$ cat src/rtl/arc_defines.vh
// Constants for the converter readout and oversampling control block
`ifndef ARC_DEFINES_VH
`define ARC_DEFINES_VH
// ----------------------------------------------------------------------------
// Channel and word layout
// ----------------------------------------------------------------------------
`define ARC_NUM_CH 8
`define ARC_WORD_BITS 16
`define ARC_SER_BITS 5'h10
// ----------------------------------------------------------------------------
// Timing
// ----------------------------------------------------------------------------
`define ARC_CLK_MHZ 50
`define ARC_BASE_CONV_NS 4000
`define ARC_BASE_CONV_CYC ((`ARC_BASE_CONV_NS * `ARC_CLK_MHZ + 999) / 1000)
`define ARC_UPDATE_LEAD_CYC 16'h0004
// ----------------------------------------------------------------------------
// Interface kinds
// ----------------------------------------------------------------------------
`define ARC_IF_WORD 2'h0
`define ARC_IF_BYTE 2'h1
`define ARC_IF_SER 2'h2
`endif

$ cat src/rtl/arc_buf2.v
// Two-entry buffer between the averaging filter and the result store
`timescale 1ns/10ps
module arc_buf2 #(
  parameter WIDTH = 19
) (
  input wire i_clk,
  input wire i_reset_n,
  input wire i_valid,
  output wire o_ready,
  input wire [WIDTH-1:0] i_data,
  output wire o_valid,
  input wire i_ready,
  output wire [WIDTH-1:0] o_data
);
  reg [WIDTH-1:0] mem0;
  reg [WIDTH-1:0] mem1;
  reg rd_ptr;
  reg wr_ptr;
  reg [1:0] count;
  wire do_wr;
  wire do_rd;

  assign o_ready = (count != 2'h2);
  assign o_valid = (count != 2'h0);
  assign o_data = rd_ptr ? mem1 : mem0;
  assign do_wr = i_valid && o_ready;
  assign do_rd = o_valid && i_ready;

  always @(posedge i_clk or negedge i_reset_n) begin
    if (!i_reset_n) begin
      mem0 <= {WIDTH{1'b0}};
      mem1 <= {WIDTH{1'b0}};
      rd_ptr <= 1'b0;
      wr_ptr <= 1'b0;
      count <= 2'h0;
    end else begin
      if (do_wr) begin
        if (wr_ptr) begin
          mem1 <= i_data;
        end else begin
          mem0 <= i_data;
        end
        wr_ptr <= ~wr_ptr;
      end
      if (do_rd) begin
        rd_ptr <= ~rd_ptr;
      end
      count <= count + {1'b0, do_wr} - {1'b0, do_rd};
    end
  end
endmodule

$ cat src/rtl/arc_readout_ctrl.v
// Readout control with read during conversion and oversampling
// Overview of operation
// - Reads are served while busy is high and a conversion runs.
// - Reads during conversion return the previous sample set.
// - Word, byte and serial readout all work at every ratio.
// - Output store updates just before busy falls; host keeps release delay.
// - Ratio pins are caught at busy fall, used for next conversion.
// - Busy time grows with the selected oversampling ratio.
// - Samples pass through an averaging filter before the output store.
// - Serial: sixteen clocks per channel, MSB first, ascending channels.
`timescale 1ns/10ps
`include "arc_defines.vh"
module arc_readout_ctrl #(
  parameter NUM_CH = `ARC_NUM_CH,
  parameter BASE_CONV_CYC = `ARC_BASE_CONV_CYC
) (
  input wire I_CLK,
  input wire I_RESET_N,
  input wire I_CONVERSION_START_GROUP_A,
  input wire I_CONVERSION_START_GROUP_B,
  input wire [2:0] I_OVERSAMPLE_RATIO_SELECT_PINS,
  input wire I_INTERFACE_KIND_SELECT,
  input wire I_BYTE_MODE_SELECT,
  input wire I_HIGH_BYTE_FIRST,
  input wire I_CS_N,
  input wire I_RD_N,
  input wire I_SCLK,
  input wire I_SAMPLE_VALID,
  input wire [15:0] I_SAMPLE_DATA,
  output reg O_SAMPLE_REQ,
  output reg O_BUSY,
  output reg [2:0] O_OVERSAMPLING_RATIO,
  output reg [15:0] O_DB,
  output reg O_DB_OE,
  output reg O_DOUT_A,
  output reg O_DOUT_B,
  output reg O_DOUT_OE,
  output reg O_FIRST_DATA,
  output reg O_FIRST_DATA_OE
);
  // --------------------------------------------------------------------------
  // State
  // --------------------------------------------------------------------------
  localparam ST_IDLE = 2'h0;
  localparam ST_CONV = 2'h1;
  localparam ST_FLUSH = 2'h2;
  localparam ST_DONE = 2'h3;

  reg [1:0] state;
  reg [15:0] conv_cnt;
  reg [15:0] conv_len;
  reg [2:0] ch_idx;
  reg [6:0] avg_cnt;
  reg signed [22:0] acc;
  reg [15:0] store [0:NUM_CH-1];
  reg [15:0] pend [0:NUM_CH-1];
  reg set_done;
  reg conv_a_q;
  reg cs_q;
  reg rd_q;
  reg sclk_q;
  reg [3:0] rd_idx;
  reg [4:0] bit_cnt;
  reg [2:0] ser_ch;
  integer k;

  wire start_rise = I_CONVERSION_START_GROUP_A && I_CONVERSION_START_GROUP_B && !conv_a_q;
  wire [6:0] ratio_n = 7'h01 << O_OVERSAMPLING_RATIO;
  wire [22:0] sum_next = acc + {{7{I_SAMPLE_DATA[15]}}, I_SAMPLE_DATA};
  wire [1:0] if_kind = !I_INTERFACE_KIND_SELECT ? `ARC_IF_WORD :
                       (I_BYTE_MODE_SELECT ? `ARC_IF_BYTE : `ARC_IF_SER);
  wire cs_fall = cs_q && !I_CS_N;
  wire rd_fall = rd_q && !I_RD_N && !I_CS_N;
  wire sclk_rise = !sclk_q && I_SCLK && !I_CS_N;
  wire sclk_fall = sclk_q && !I_SCLK && !I_CS_N;
  wire buf_in_ready;
  wire buf_out_valid;
  wire [18:0] buf_out;
  wire sample_take = I_SAMPLE_VALID && buf_in_ready && !set_done;
  wire last_ch = (ch_idx == NUM_CH[2:0] - 3'h1);
  wire buf_in_valid = (state == ST_CONV) && I_SAMPLE_VALID && !set_done && (avg_cnt == ratio_n - 7'h01);

  // Shift an accumulated sample sum by the ratio: mean of 2^ratio samples
  function [15:0] arc_avg;
    input [22:0] sum;
    input [2:0] ratio;
    begin
      arc_avg = sum[ratio +: 16];
    end
  endfunction

  // Result bit that stands in the MSB slot after the given shift
  function arc_ser_bit;
    input [2:0] ch;
    input [4:0] bits;
    reg [15:0] word;
    begin
      word = store[ch] << bits;
      arc_ser_bit = word[15];
    end
  endfunction

  // --------------------------------------------------------------------------
  // Filter output buffer
  // --------------------------------------------------------------------------
  arc_buf2 #(.WIDTH(19)) u_buf (
    .i_clk(I_CLK),
    .i_reset_n(I_RESET_N),
    .i_valid(buf_in_valid),
    .o_ready(buf_in_ready),
    .i_data({ch_idx, arc_avg(sum_next, O_OVERSAMPLING_RATIO)}),
    .o_valid(buf_out_valid),
    .i_ready(state != ST_IDLE),
    .o_data(buf_out)
  );

  // --------------------------------------------------------------------------
  // Conversion sequencer
  // --------------------------------------------------------------------------
  always @(posedge I_CLK or negedge I_RESET_N) begin
    if (!I_RESET_N) begin
      state <= ST_IDLE;
      conv_cnt <= 16'h0000;
      conv_len <= 16'h0000;
      ch_idx <= 3'h0;
      avg_cnt <= 7'h00;
      acc <= 23'h00_0000;
      conv_a_q <= 1'b0;
      O_BUSY <= 1'b0;
      O_SAMPLE_REQ <= 1'b0;
      O_OVERSAMPLING_RATIO <= 3'h0;
      set_done <= 1'b0;
      for (k = 0; k < NUM_CH; k = k + 1) begin
        store[k] <= 16'h0000;
        pend[k] <= 16'h0000;
      end
    end else begin
      conv_a_q <= I_CONVERSION_START_GROUP_A && I_CONVERSION_START_GROUP_B;
      O_SAMPLE_REQ <= 1'b0;
      if (buf_out_valid) begin
        pend[buf_out[18:16]] <= buf_out[15:0];
      end
      case (state)
        ST_IDLE: begin
          if (start_rise) begin
            state <= ST_CONV;
            O_BUSY <= 1'b1;
            conv_cnt <= 16'h0000;
            conv_len <= BASE_CONV_CYC[15:0] << O_OVERSAMPLING_RATIO;
            ch_idx <= 3'h0;
            avg_cnt <= 7'h00;
            acc <= 23'h00_0000;
            set_done <= 1'b0;
            O_SAMPLE_REQ <= 1'b1;
          end
        end
        ST_CONV: begin
          conv_cnt <= conv_cnt + 16'h0001;
          if (sample_take) begin
            if (avg_cnt == ratio_n - 7'h01) begin
              acc <= 23'h00_0000;
              avg_cnt <= 7'h00;
              ch_idx <= ch_idx + 3'h1;
              set_done <= last_ch;
            end else begin
              acc <= sum_next;
              avg_cnt <= avg_cnt + 7'h01;
            end
          end
          if (conv_cnt + `ARC_UPDATE_LEAD_CYC >= conv_len) begin
            state <= ST_FLUSH;
          end else if (!set_done && (I_SAMPLE_VALID || conv_cnt[3:0] == 4'h0)) begin
            O_SAMPLE_REQ <= 1'b1;
          end
        end
        ST_FLUSH: begin
          conv_cnt <= conv_cnt + 16'h0001;
          if (!buf_out_valid) begin
            for (k = 0; k < NUM_CH; k = k + 1) begin
              store[k] <= pend[k];
            end
            state <= ST_DONE;
          end
        end
        ST_DONE: begin
          conv_cnt <= conv_cnt + 16'h0001;
          if (conv_cnt + 16'h0001 >= conv_len) begin
            O_BUSY <= 1'b0;
            O_OVERSAMPLING_RATIO <= I_OVERSAMPLE_RATIO_SELECT_PINS;
            state <= ST_IDLE;
          end
        end
        default: begin
          state <= ST_IDLE;
        end
      endcase
    end
  end

  // --------------------------------------------------------------------------
  // Readout ports, independent of busy
  // --------------------------------------------------------------------------
  always @(posedge I_CLK or negedge I_RESET_N) begin
    if (!I_RESET_N) begin
      cs_q <= 1'b1;
      rd_q <= 1'b1;
      sclk_q <= 1'b0;
      rd_idx <= 4'h0;
      bit_cnt <= 5'h00;
      ser_ch <= 3'h0;
      O_DB <= 16'h0000;
      O_DB_OE <= 1'b0;
      O_DOUT_A <= 1'b0;
      O_DOUT_B <= 1'b0;
      O_DOUT_OE <= 1'b0;
      O_FIRST_DATA <= 1'b0;
      O_FIRST_DATA_OE <= 1'b0;
    end else begin
      cs_q <= I_CS_N;
      rd_q <= I_RD_N;
      sclk_q <= I_SCLK;
      O_DB_OE <= !I_CS_N && (if_kind != `ARC_IF_SER);
      O_DOUT_OE <= !I_CS_N && (if_kind == `ARC_IF_SER);
      O_FIRST_DATA_OE <= !I_CS_N;
      if (I_CS_N) begin
        O_FIRST_DATA <= 1'b0;
      end
      if (cs_fall && if_kind == `ARC_IF_SER) begin
        O_DOUT_A <= store[ser_ch][15];
        O_DOUT_B <= store[ser_ch + 3'h4][15];
        O_FIRST_DATA <= (ser_ch == 3'h0);
      end
      if (rd_fall && if_kind == `ARC_IF_WORD) begin
        O_DB <= store[rd_idx[2:0]];
        O_FIRST_DATA <= (rd_idx[2:0] == 3'h0);
        rd_idx <= {1'b0, rd_idx[2:0] + 3'h1};
      end
      if (rd_fall && if_kind == `ARC_IF_BYTE) begin
        O_DB <= {8'h00, (rd_idx[0] ^ I_HIGH_BYTE_FIRST) ? store[rd_idx[3:1]][15:8] : store[rd_idx[3:1]][7:0]};
        O_FIRST_DATA <= (rd_idx[3:1] == 3'h0);
        rd_idx <= rd_idx + 4'h1;
      end
      if (if_kind == `ARC_IF_SER) begin
        if (sclk_fall) begin
          if (bit_cnt == `ARC_SER_BITS - 5'h01) begin
            bit_cnt <= 5'h00;
            ser_ch <= ser_ch + 3'h1;
            O_FIRST_DATA <= 1'b0;
          end else begin
            bit_cnt <= bit_cnt + 5'h01;
          end
        end
        if (sclk_rise && bit_cnt != 5'h00) begin
          O_DOUT_A <= arc_ser_bit(ser_ch, bit_cnt);
          O_DOUT_B <= arc_ser_bit(ser_ch + 3'h4, bit_cnt);
        end
      end
      if (O_BUSY && state == ST_FLUSH && !buf_out_valid) begin
        rd_idx <= 4'h0;
        bit_cnt <= 5'h00;
        ser_ch <= 3'h0;
      end
    end
  end
endmodule

$ cat config.mk
export PLATFORM = sky130hd
export DESIGN_NAME = arc_readout_ctrl
export DESIGN_NICKNAME = d
export VERILOG_FILES = /design/src/rtl/arc_buf2.v /design/src/rtl/arc_readout_ctrl.v
export VERILOG_INCLUDE_DIRS = /design/src /design/src/rtl
export SDC_FILE = /design/constraint.sdc
export NUM_CORES = 1
export LEC_CHECK = 0
export ABC_AREA = 1
export BUFFER_PORTS_ARGS = -buffer_cell sky130_fd_sc_hd__buf_2
export CAP_MARGIN = 20
export CORE_MARGIN = 2
export CORE_UTILIZATION = 57
export CTS_CLUSTER_SIZE = 30
export DETAILED_ROUTE_END_ITERATION = 16
export MAX_ROUTING_LAYER = met4
export PLACE_DENSITY = 0.84
export SYNTH_ARGS = -nofsm -noshare
export SYNTH_HDL_FRONTEND = slang
export SYNTH_SLANG_ARGS = --single-unit
$ cat constraint.sdc
create_clock -name I_CLK -period 8.9 [get_ports I_CLK]
set_clock_uncertainty 0.15 [all_clocks]
set_input_delay 0.89 -clock I_CLK [delete_from_list [all_inputs] [get_ports I_CLK]]
set_output_delay 0.89 -clock I_CLK [all_outputs]
set_load 0.02 [all_outputs]
Yosys cells after proc, flatten, opt, wreduce, memory -nomap -nowiden

Cells that the tools add are included.

Bits in registers: 409
Input port bits: 30
Output and inout bits: 27
Memory bits (writable): 0
Latch bits: 0
Memories: 0
Memory bits (read-only): 0
Logic and storage cells: 233

Eq/ne operators: 16
Magnitude comparators: 8
Reduce and logical (&&, ||, !) cells: 62
Add/subtract/negate cells: 13
Divide/modulo/power cells: 0
Multiplexer cells: 75
Bitwise operators: 9
$mul: 0
Shifts and indexed selects: 5

Operators by type and width:

| kind                                                      | number |
|---|---|
| binary-select mux 16 bit (select 3 bit)                   | 4 |
| two-way mux 16 bit                                        | 12 |
| bitwise mux 128 bit                                       | 1 |
| two-way mux 23 bit                                        | 3 |
| demux 16 bit (select 3 bit)                               | 1 |
| one-hot mux 23 bit (2 select lines)                       | 1 |
| greater-or-equal comparator 16 bit                        | 2 |
| one-hot mux 16 bit (2 select lines)                       | 1 |
| << shifter 16 x 5 -> 16 bit                               | 2 |
| logical AND 1 bit                                         | 26 |
| adder 23 bit                                              | 1 |
| indexed part select 23 x 4 -> 16 bit                      | 1 |
| two-way mux 1 bit                                         | 21 |
| two-way mux 3 bit                                         | 7 |
| two-way mux 7 bit                                         | 3 |
| greater-or-equal comparator 4 bit (second input constant) | 5 |
| two-way mux 5 bit                                         | 4 |
| inverter 3 -> 4 bit                                       | 5 |
| two-way mux 19 bit                                        | 1 |
| adder 16 x 1 -> 16 bit (second input constant)            | 1 |
| adder 16 x 3 -> 16 bit (second input constant)            | 1 |
| nonzero test 2 bit                                        | 8 |
| << shifter 8 x 3 -> 16 bit (first input constant)         | 1 |
| one-hot mux 7 bit (2 select lines)                        | 1 |
| 36 further kinds                                          | 75 |

Longest topological paths before layout

Word-level depth: 10
Depth in mapped cells: 21

Hierarchy

A second synthesis with hierarchy kept.

Cells, all modules: 3171
Area, all modules: 23156.0 µm²

Modules (own cells, without submodules):

| module           | seq. area each (µm²) | area an instance (µm²) | cells each | instances |
|---|---|---|---|---|
| arc_readout_ctrl | 9086.2               | 21111.5                | 2911       | 1 |
| arc_buf2         | 1051.0               | 2044.5                 | 260        | 1 |

Worst setup path after synthesis

OpenSTA, ideal clock, no wires.

Path kind: register to register
From: register O_OVERSAMPLING_RATIO[1]
To: register u_buf.mem0[4]
Data required time: 8633 ps
Stages on the path, launching flop included: 19
Setup slack: 5780 ps
Arrival: 2853 ps
Buffers on the path: 3
Cells stage by stage: dfrtp_1 -> clkbuf_1 -> inv_1 -> clkbuf_1 -> ha_1 -> nand2_2 -> ha_1 -> inv_1 -> xor2_1 -> nor2_1 -> nor2_1 -> nand2_1 -> nor2_2 -> nand2_4 -> nor3_4 -> inv_2 -> buf_6 -> nand2_1 -> nand2_1

Longest elaborated chain between the ends: 6
Elaborated cells on any way between the ends: 7
Those cells by class: 1 x add/sub; 1 x eq/ne; 2 x shift; 3 x reduce/logical

Ends and longest elaborated chain:

| what                                 | RTL line               | RTL |
|---|---|---|
| start: declaration                   | arc_readout_ctrl.v:32  | `output reg [2:0] O_OVERSAMPLING_RATIO,` |
| start signal: assignment             | arc_readout_ctrl.v:131 | `O_OVERSAMPLING_RATIO <= 3'h0;` |
| start signal: assignment             | arc_readout_ctrl.v:189 | `O_OVERSAMPLING_RATIO <= I_OVERSAMPLE_RATIO_SELECT_PINS;` |
| << shifter 1 x 3 -> 7 bit            | arc_readout_ctrl.v:68  | `wire [6:0] ratio_n = 7'h01 << O_OVERSAMPLING_RATIO;` |
| subtractor 7 x 1 -> 7 bit            | arc_readout_ctrl.v:81  | `wire buf_in_valid = (state == ST_CONV) && I_SAMPLE_VALID && !set_done && (avg_cnt == ratio_n - 7'h01);` |
| == test 7 bit                        | arc_readout_ctrl.v:81  |  |
| logical AND 1 bit                    | arc_readout_ctrl.v:81  |  |
| logical AND 1 bit                    | arc_buf2.v:26          | `assign do_wr = i_valid && o_ready;` |
| AND reduction 2 bit (no source line) | -                      |  |
| end signal: assignment               | arc_buf2.v:31          | `mem0 <= {WIDTH{1'b0}};` |
| end signal: assignment               | arc_buf2.v:41          | `mem0 <= i_data;` |
| end: declaration                     | arc_buf2.v:15          | `reg [WIDTH-1:0] mem0;` |

Several ways; a longest one is shown, not always the timed one.
A chain may end at the register's enable or synchronous reset.

Final worst setup path

From: register O_OVERSAMPLING_RATIO[0]
To: register u_buf.mem0[17]

Longest elaborated chain between the ends: 6

Ends and longest elaborated chain:

| what                                 | RTL line |
|---|---|
| << shifter 1 x 3 -> 7 bit            | arc_readout_ctrl.v:68 |
| subtractor 7 x 1 -> 7 bit            | arc_readout_ctrl.v:81 |
| == test 7 bit                        | arc_readout_ctrl.v:81 |
| logical AND 1 bit                    | arc_readout_ctrl.v:81 |
| logical AND 1 bit                    | arc_buf2.v:26 |
| AND reduction 2 bit (no source line) | - |

No other way between the ends.

==> results.json <==
{
  "avgSynthCellArea_um2": 8.01,
  "slew_headroom_pct": 25.6,
  "leakage_nw": 12.6,
  "diodes": 0,
  "yosysWarnings": 0,
  "vias_per_cell": 6.02,
  "antenna_found_initial": 0,
  "tns_ps": 0,
  "path_cells": "inv_1 > ha_1 > nand2_2 > ha_1 > inv_1 > nor2_1 > nand3_1 > xor2_1 > nand2_1 > nor2_2 > nand2_4 > nor3_4 > inv_2 > nand2_1 > o21ai_2",
  "maxCapViolations": 0,
  "async_flop_share_pct": 100,
  "p_per_area_nw_per_um2": 303,
  "dr.pass1.iters": 7,
  "gp_congestion": 0.943,
  "path_class": "register to register",
  "cp_num_buf_inv": 3,
  "synth_top_area_cell": "dfrtp_1",
  "cp_max_fo": 29,
  "dp_hpwl_um": 41500,
  "drive_gt1_share_pct": 11.9,
  "die_x_um": 204,
  "rows": 73,
  "rsz0062_at_grt": "false",
  "synth_nets": 2942,
  "clk_pin_slew_worst_paths_ps": 60,
  "cts_tree": "built",
  "ys_ff_latch": 405,
  "synth_cell_types": 50,
  "synth_edf_count": 0,
  "busiest_layer": "met2",
  "ant_nets": 0,
  "timing.final.crit_share_pct": 48.6,
  "grt_pass1_wl_um": 102000,
  "cts_max_path_buffers": 3,
  "synth_top_area_share_pct": 44.3,
  "fmax_ghz": 0.231,
  "crit_slowest_cell": "dfrtp_1",
  "port_buffers": 56,
  "synth_ff_type": "dfrtp_1",
  "io_pins": 57,
  "grt_max_degree": 160,
  "die_h_um": 204,
  "route.vias.total": 20400,
  "min_period_ps": 4320,
  "arrival_ps": 4620,
  "cts_hold_buf": 0,
  "cts.sinks": 405,
  "syn-instance-count": 2842,
  "insertion_delay_ps": 600,
  "critPathRequiredTime_ps": 9200,
  "synth_area_leaders": "dfrtp_1, nand2_1, o21ai_0",
  "critPathMaxStageDelay_ps": 900,
  "routed_wl_um": 63200,
  "max-vdd-ir-drop_mv": 0.286,
  "startpoint_type": "register",
  "drt-wirelength-per-cell_um": 18.7,
  "min_path_type": "primary input to asynchronous set/reset pin",
  "drc": 0,
  "area_delta_synth_final_pct": 9.38,
  "htree_levels": 2,
  "ys_seq_area_share_pct": 44.5,
  "ctsResizeCount": 0,
  "core_area_um2": 39500,
  "hold_viol_final": 0,
  "dieArea_um2": 41600,
  "met2_usage_pct": 50.5,
  "finalMaxSlewViolations": 0,
  "crit_family": "simple AND/OR/NAND/NOR gates",
  "global_route.usage.met1_pct": 40.5,
  "syn_area_um2": 22800,
  "first_iter_violations": 2015,
  "post_cts_buffers": 0,
  "final_core_util_pct": 63.0,
  "setup_viol": 0,
  "grt_use_met3_pct": 5.21,
  "cts_buffers": 42,
  "grt_pass1_vias": 19700,
  "nNetsFinal": 2920,
  "root_buffer": "clkbuf_16",
  "start_util_pct": 57.6,
  "status": "completed",
  "grt_use_total_pct": 31.7,
  "overflow": 0,
  "endpoint_kind": "register",
  "worstMarginPinSlew_ps": 1110
}
## final timing paths
path	from	endpoint	depth (start not counted)	slack (ps)
worst max-delay path	O_OVERSAMPLING_RATIO[0]	u_buf.mem0[17]	15	4580
worst min-delay path	I_RESET_N	store[115]	1	210
worst max register to register	O_OVERSAMPLING_RATIO[0]	u_buf.mem0[17]	15	4580
worst min register to register	pend[119]	store[119]	1	320
max in group asynchronous	I_RESET_N	pend[106]	2	6820
min in group I_CLK	I_RD_N	rd_q	1	280
## cell usage after synthesis, drive strengths merged, types with 7 or more instances
library cell and n:
or2 54, nand2 770, nor3 14, clkinv 7, o211ai 115, a21oi 112
o21ai 303, a31oi 8, inv 218, nand4 13, nor2 141, dfrtp 403
xnor2 10, nand3 259, ha 69, clkbuf 125, mux2 100, a32o 8
xor2 35, buf 26, mux2i 17
## metal layers
metal  wire length (um)  vias up
li1                   -     9433
met1              26000     9759
met2              29700      942
met3               5110      216
met4               2460        0
met5                  0        -
## placed cells by master (no fill, tap or decap), drive strengths merged, types with 2 or more instances in the layout
cell and instances:
nor3 14, inv 221, a32o 8, xnor2 10, dfstp 2, o21ai 303
o211ai 115, mux2 100, dfrtp 403, xor2 35, ha 69, o21bai 3
buf 85, and2 3, nor2 141, clkinvlp 2, nor4 3, bufinv 7
and3 3, nand3b 5, clkinv 14, o22ai 6, or2 54, a21oi 112
nand4 13, nand3 259, nand2 770, a221oi 2, a31oi 8, clkbuf 58
mux2i 17
## registers in the layout (all words and copies together) (netlist names), 3 cells and up
| name | flops |
|---|---|
| u_buf.mem1 | 19 |
| avg_cnt | 7 |
| conv_len | 12 |
| store | 128 |
| pend | 128 |
| O_OVERSAMPLING_RATIO | 3 |
| rd_idx | 4 |
| ch_idx | 3 |
| bit_cnt | 5 |
| O_DB | 16 |
| conv_cnt | 16 |
| acc | 23 |
| u_buf.mem0 | 19 |
| ser_ch | 3 |
## report_power, final
| part | internal, mW | switching, mW |
|---|---|---|
| Sequential | 2.10 | 0.279 |
| Combinational | 1.04 | 2.18 |
| Clock | 1.17 | 0.778 |
| Total | 4.31 | 3.24 |
## final cells by class
| cell class | count | area (um^2) |
|---|---|---|
| Clock buffer | 58 | 1220 |
| Clock inverter | 19 | 323 |
| Fill cell | 3327 | 14600 |
| Inverter | 225 | 845 |
| Multi-Input combinational cell | 2061 | 11200 |
| Sequential cell | 405 | 10100 |
| Tap cell | 525 | 657 |
| Timing Repair Buffer | 85 | 548 |
## metrics by stage
| step | power [mW] | hold WS [ps] | std cells | cell area [um^2] | setup WS (ps) |
|---|---|---|---|---|---|
| 2_1_floorplan | 4.63 | 298 | 2842 | 22800 | 5780 |
| 3_3_place_gp | 5.44 | 312 | 3299 | 23300 | 4760 |
| 3_5_place_dp | 5.54 | 315 | 3299 | 23300 | 4570 |
| 4_1_cts | 7.50 | 236 | 3376 | 24900 | 4560 |
| 5_1_grt | 8.04 | 263 | 3378 | 24900 | 4180 |
| 6_report | 7.55 | 206 | 3378 | 24900 | 4580 |
## kinds of logic after synthesis
kind of cell,Yosys count,synth area share (%)
xor+xnor,46,1.86
buf+inv,376,6.44
fa+ha+maj,70,3.88
simple gates,1266,23.6
compound gates,562,14.1
mux,117,5.69
flops,405,44.5
No activity file was read; power rests on OpenSTA's default activity.
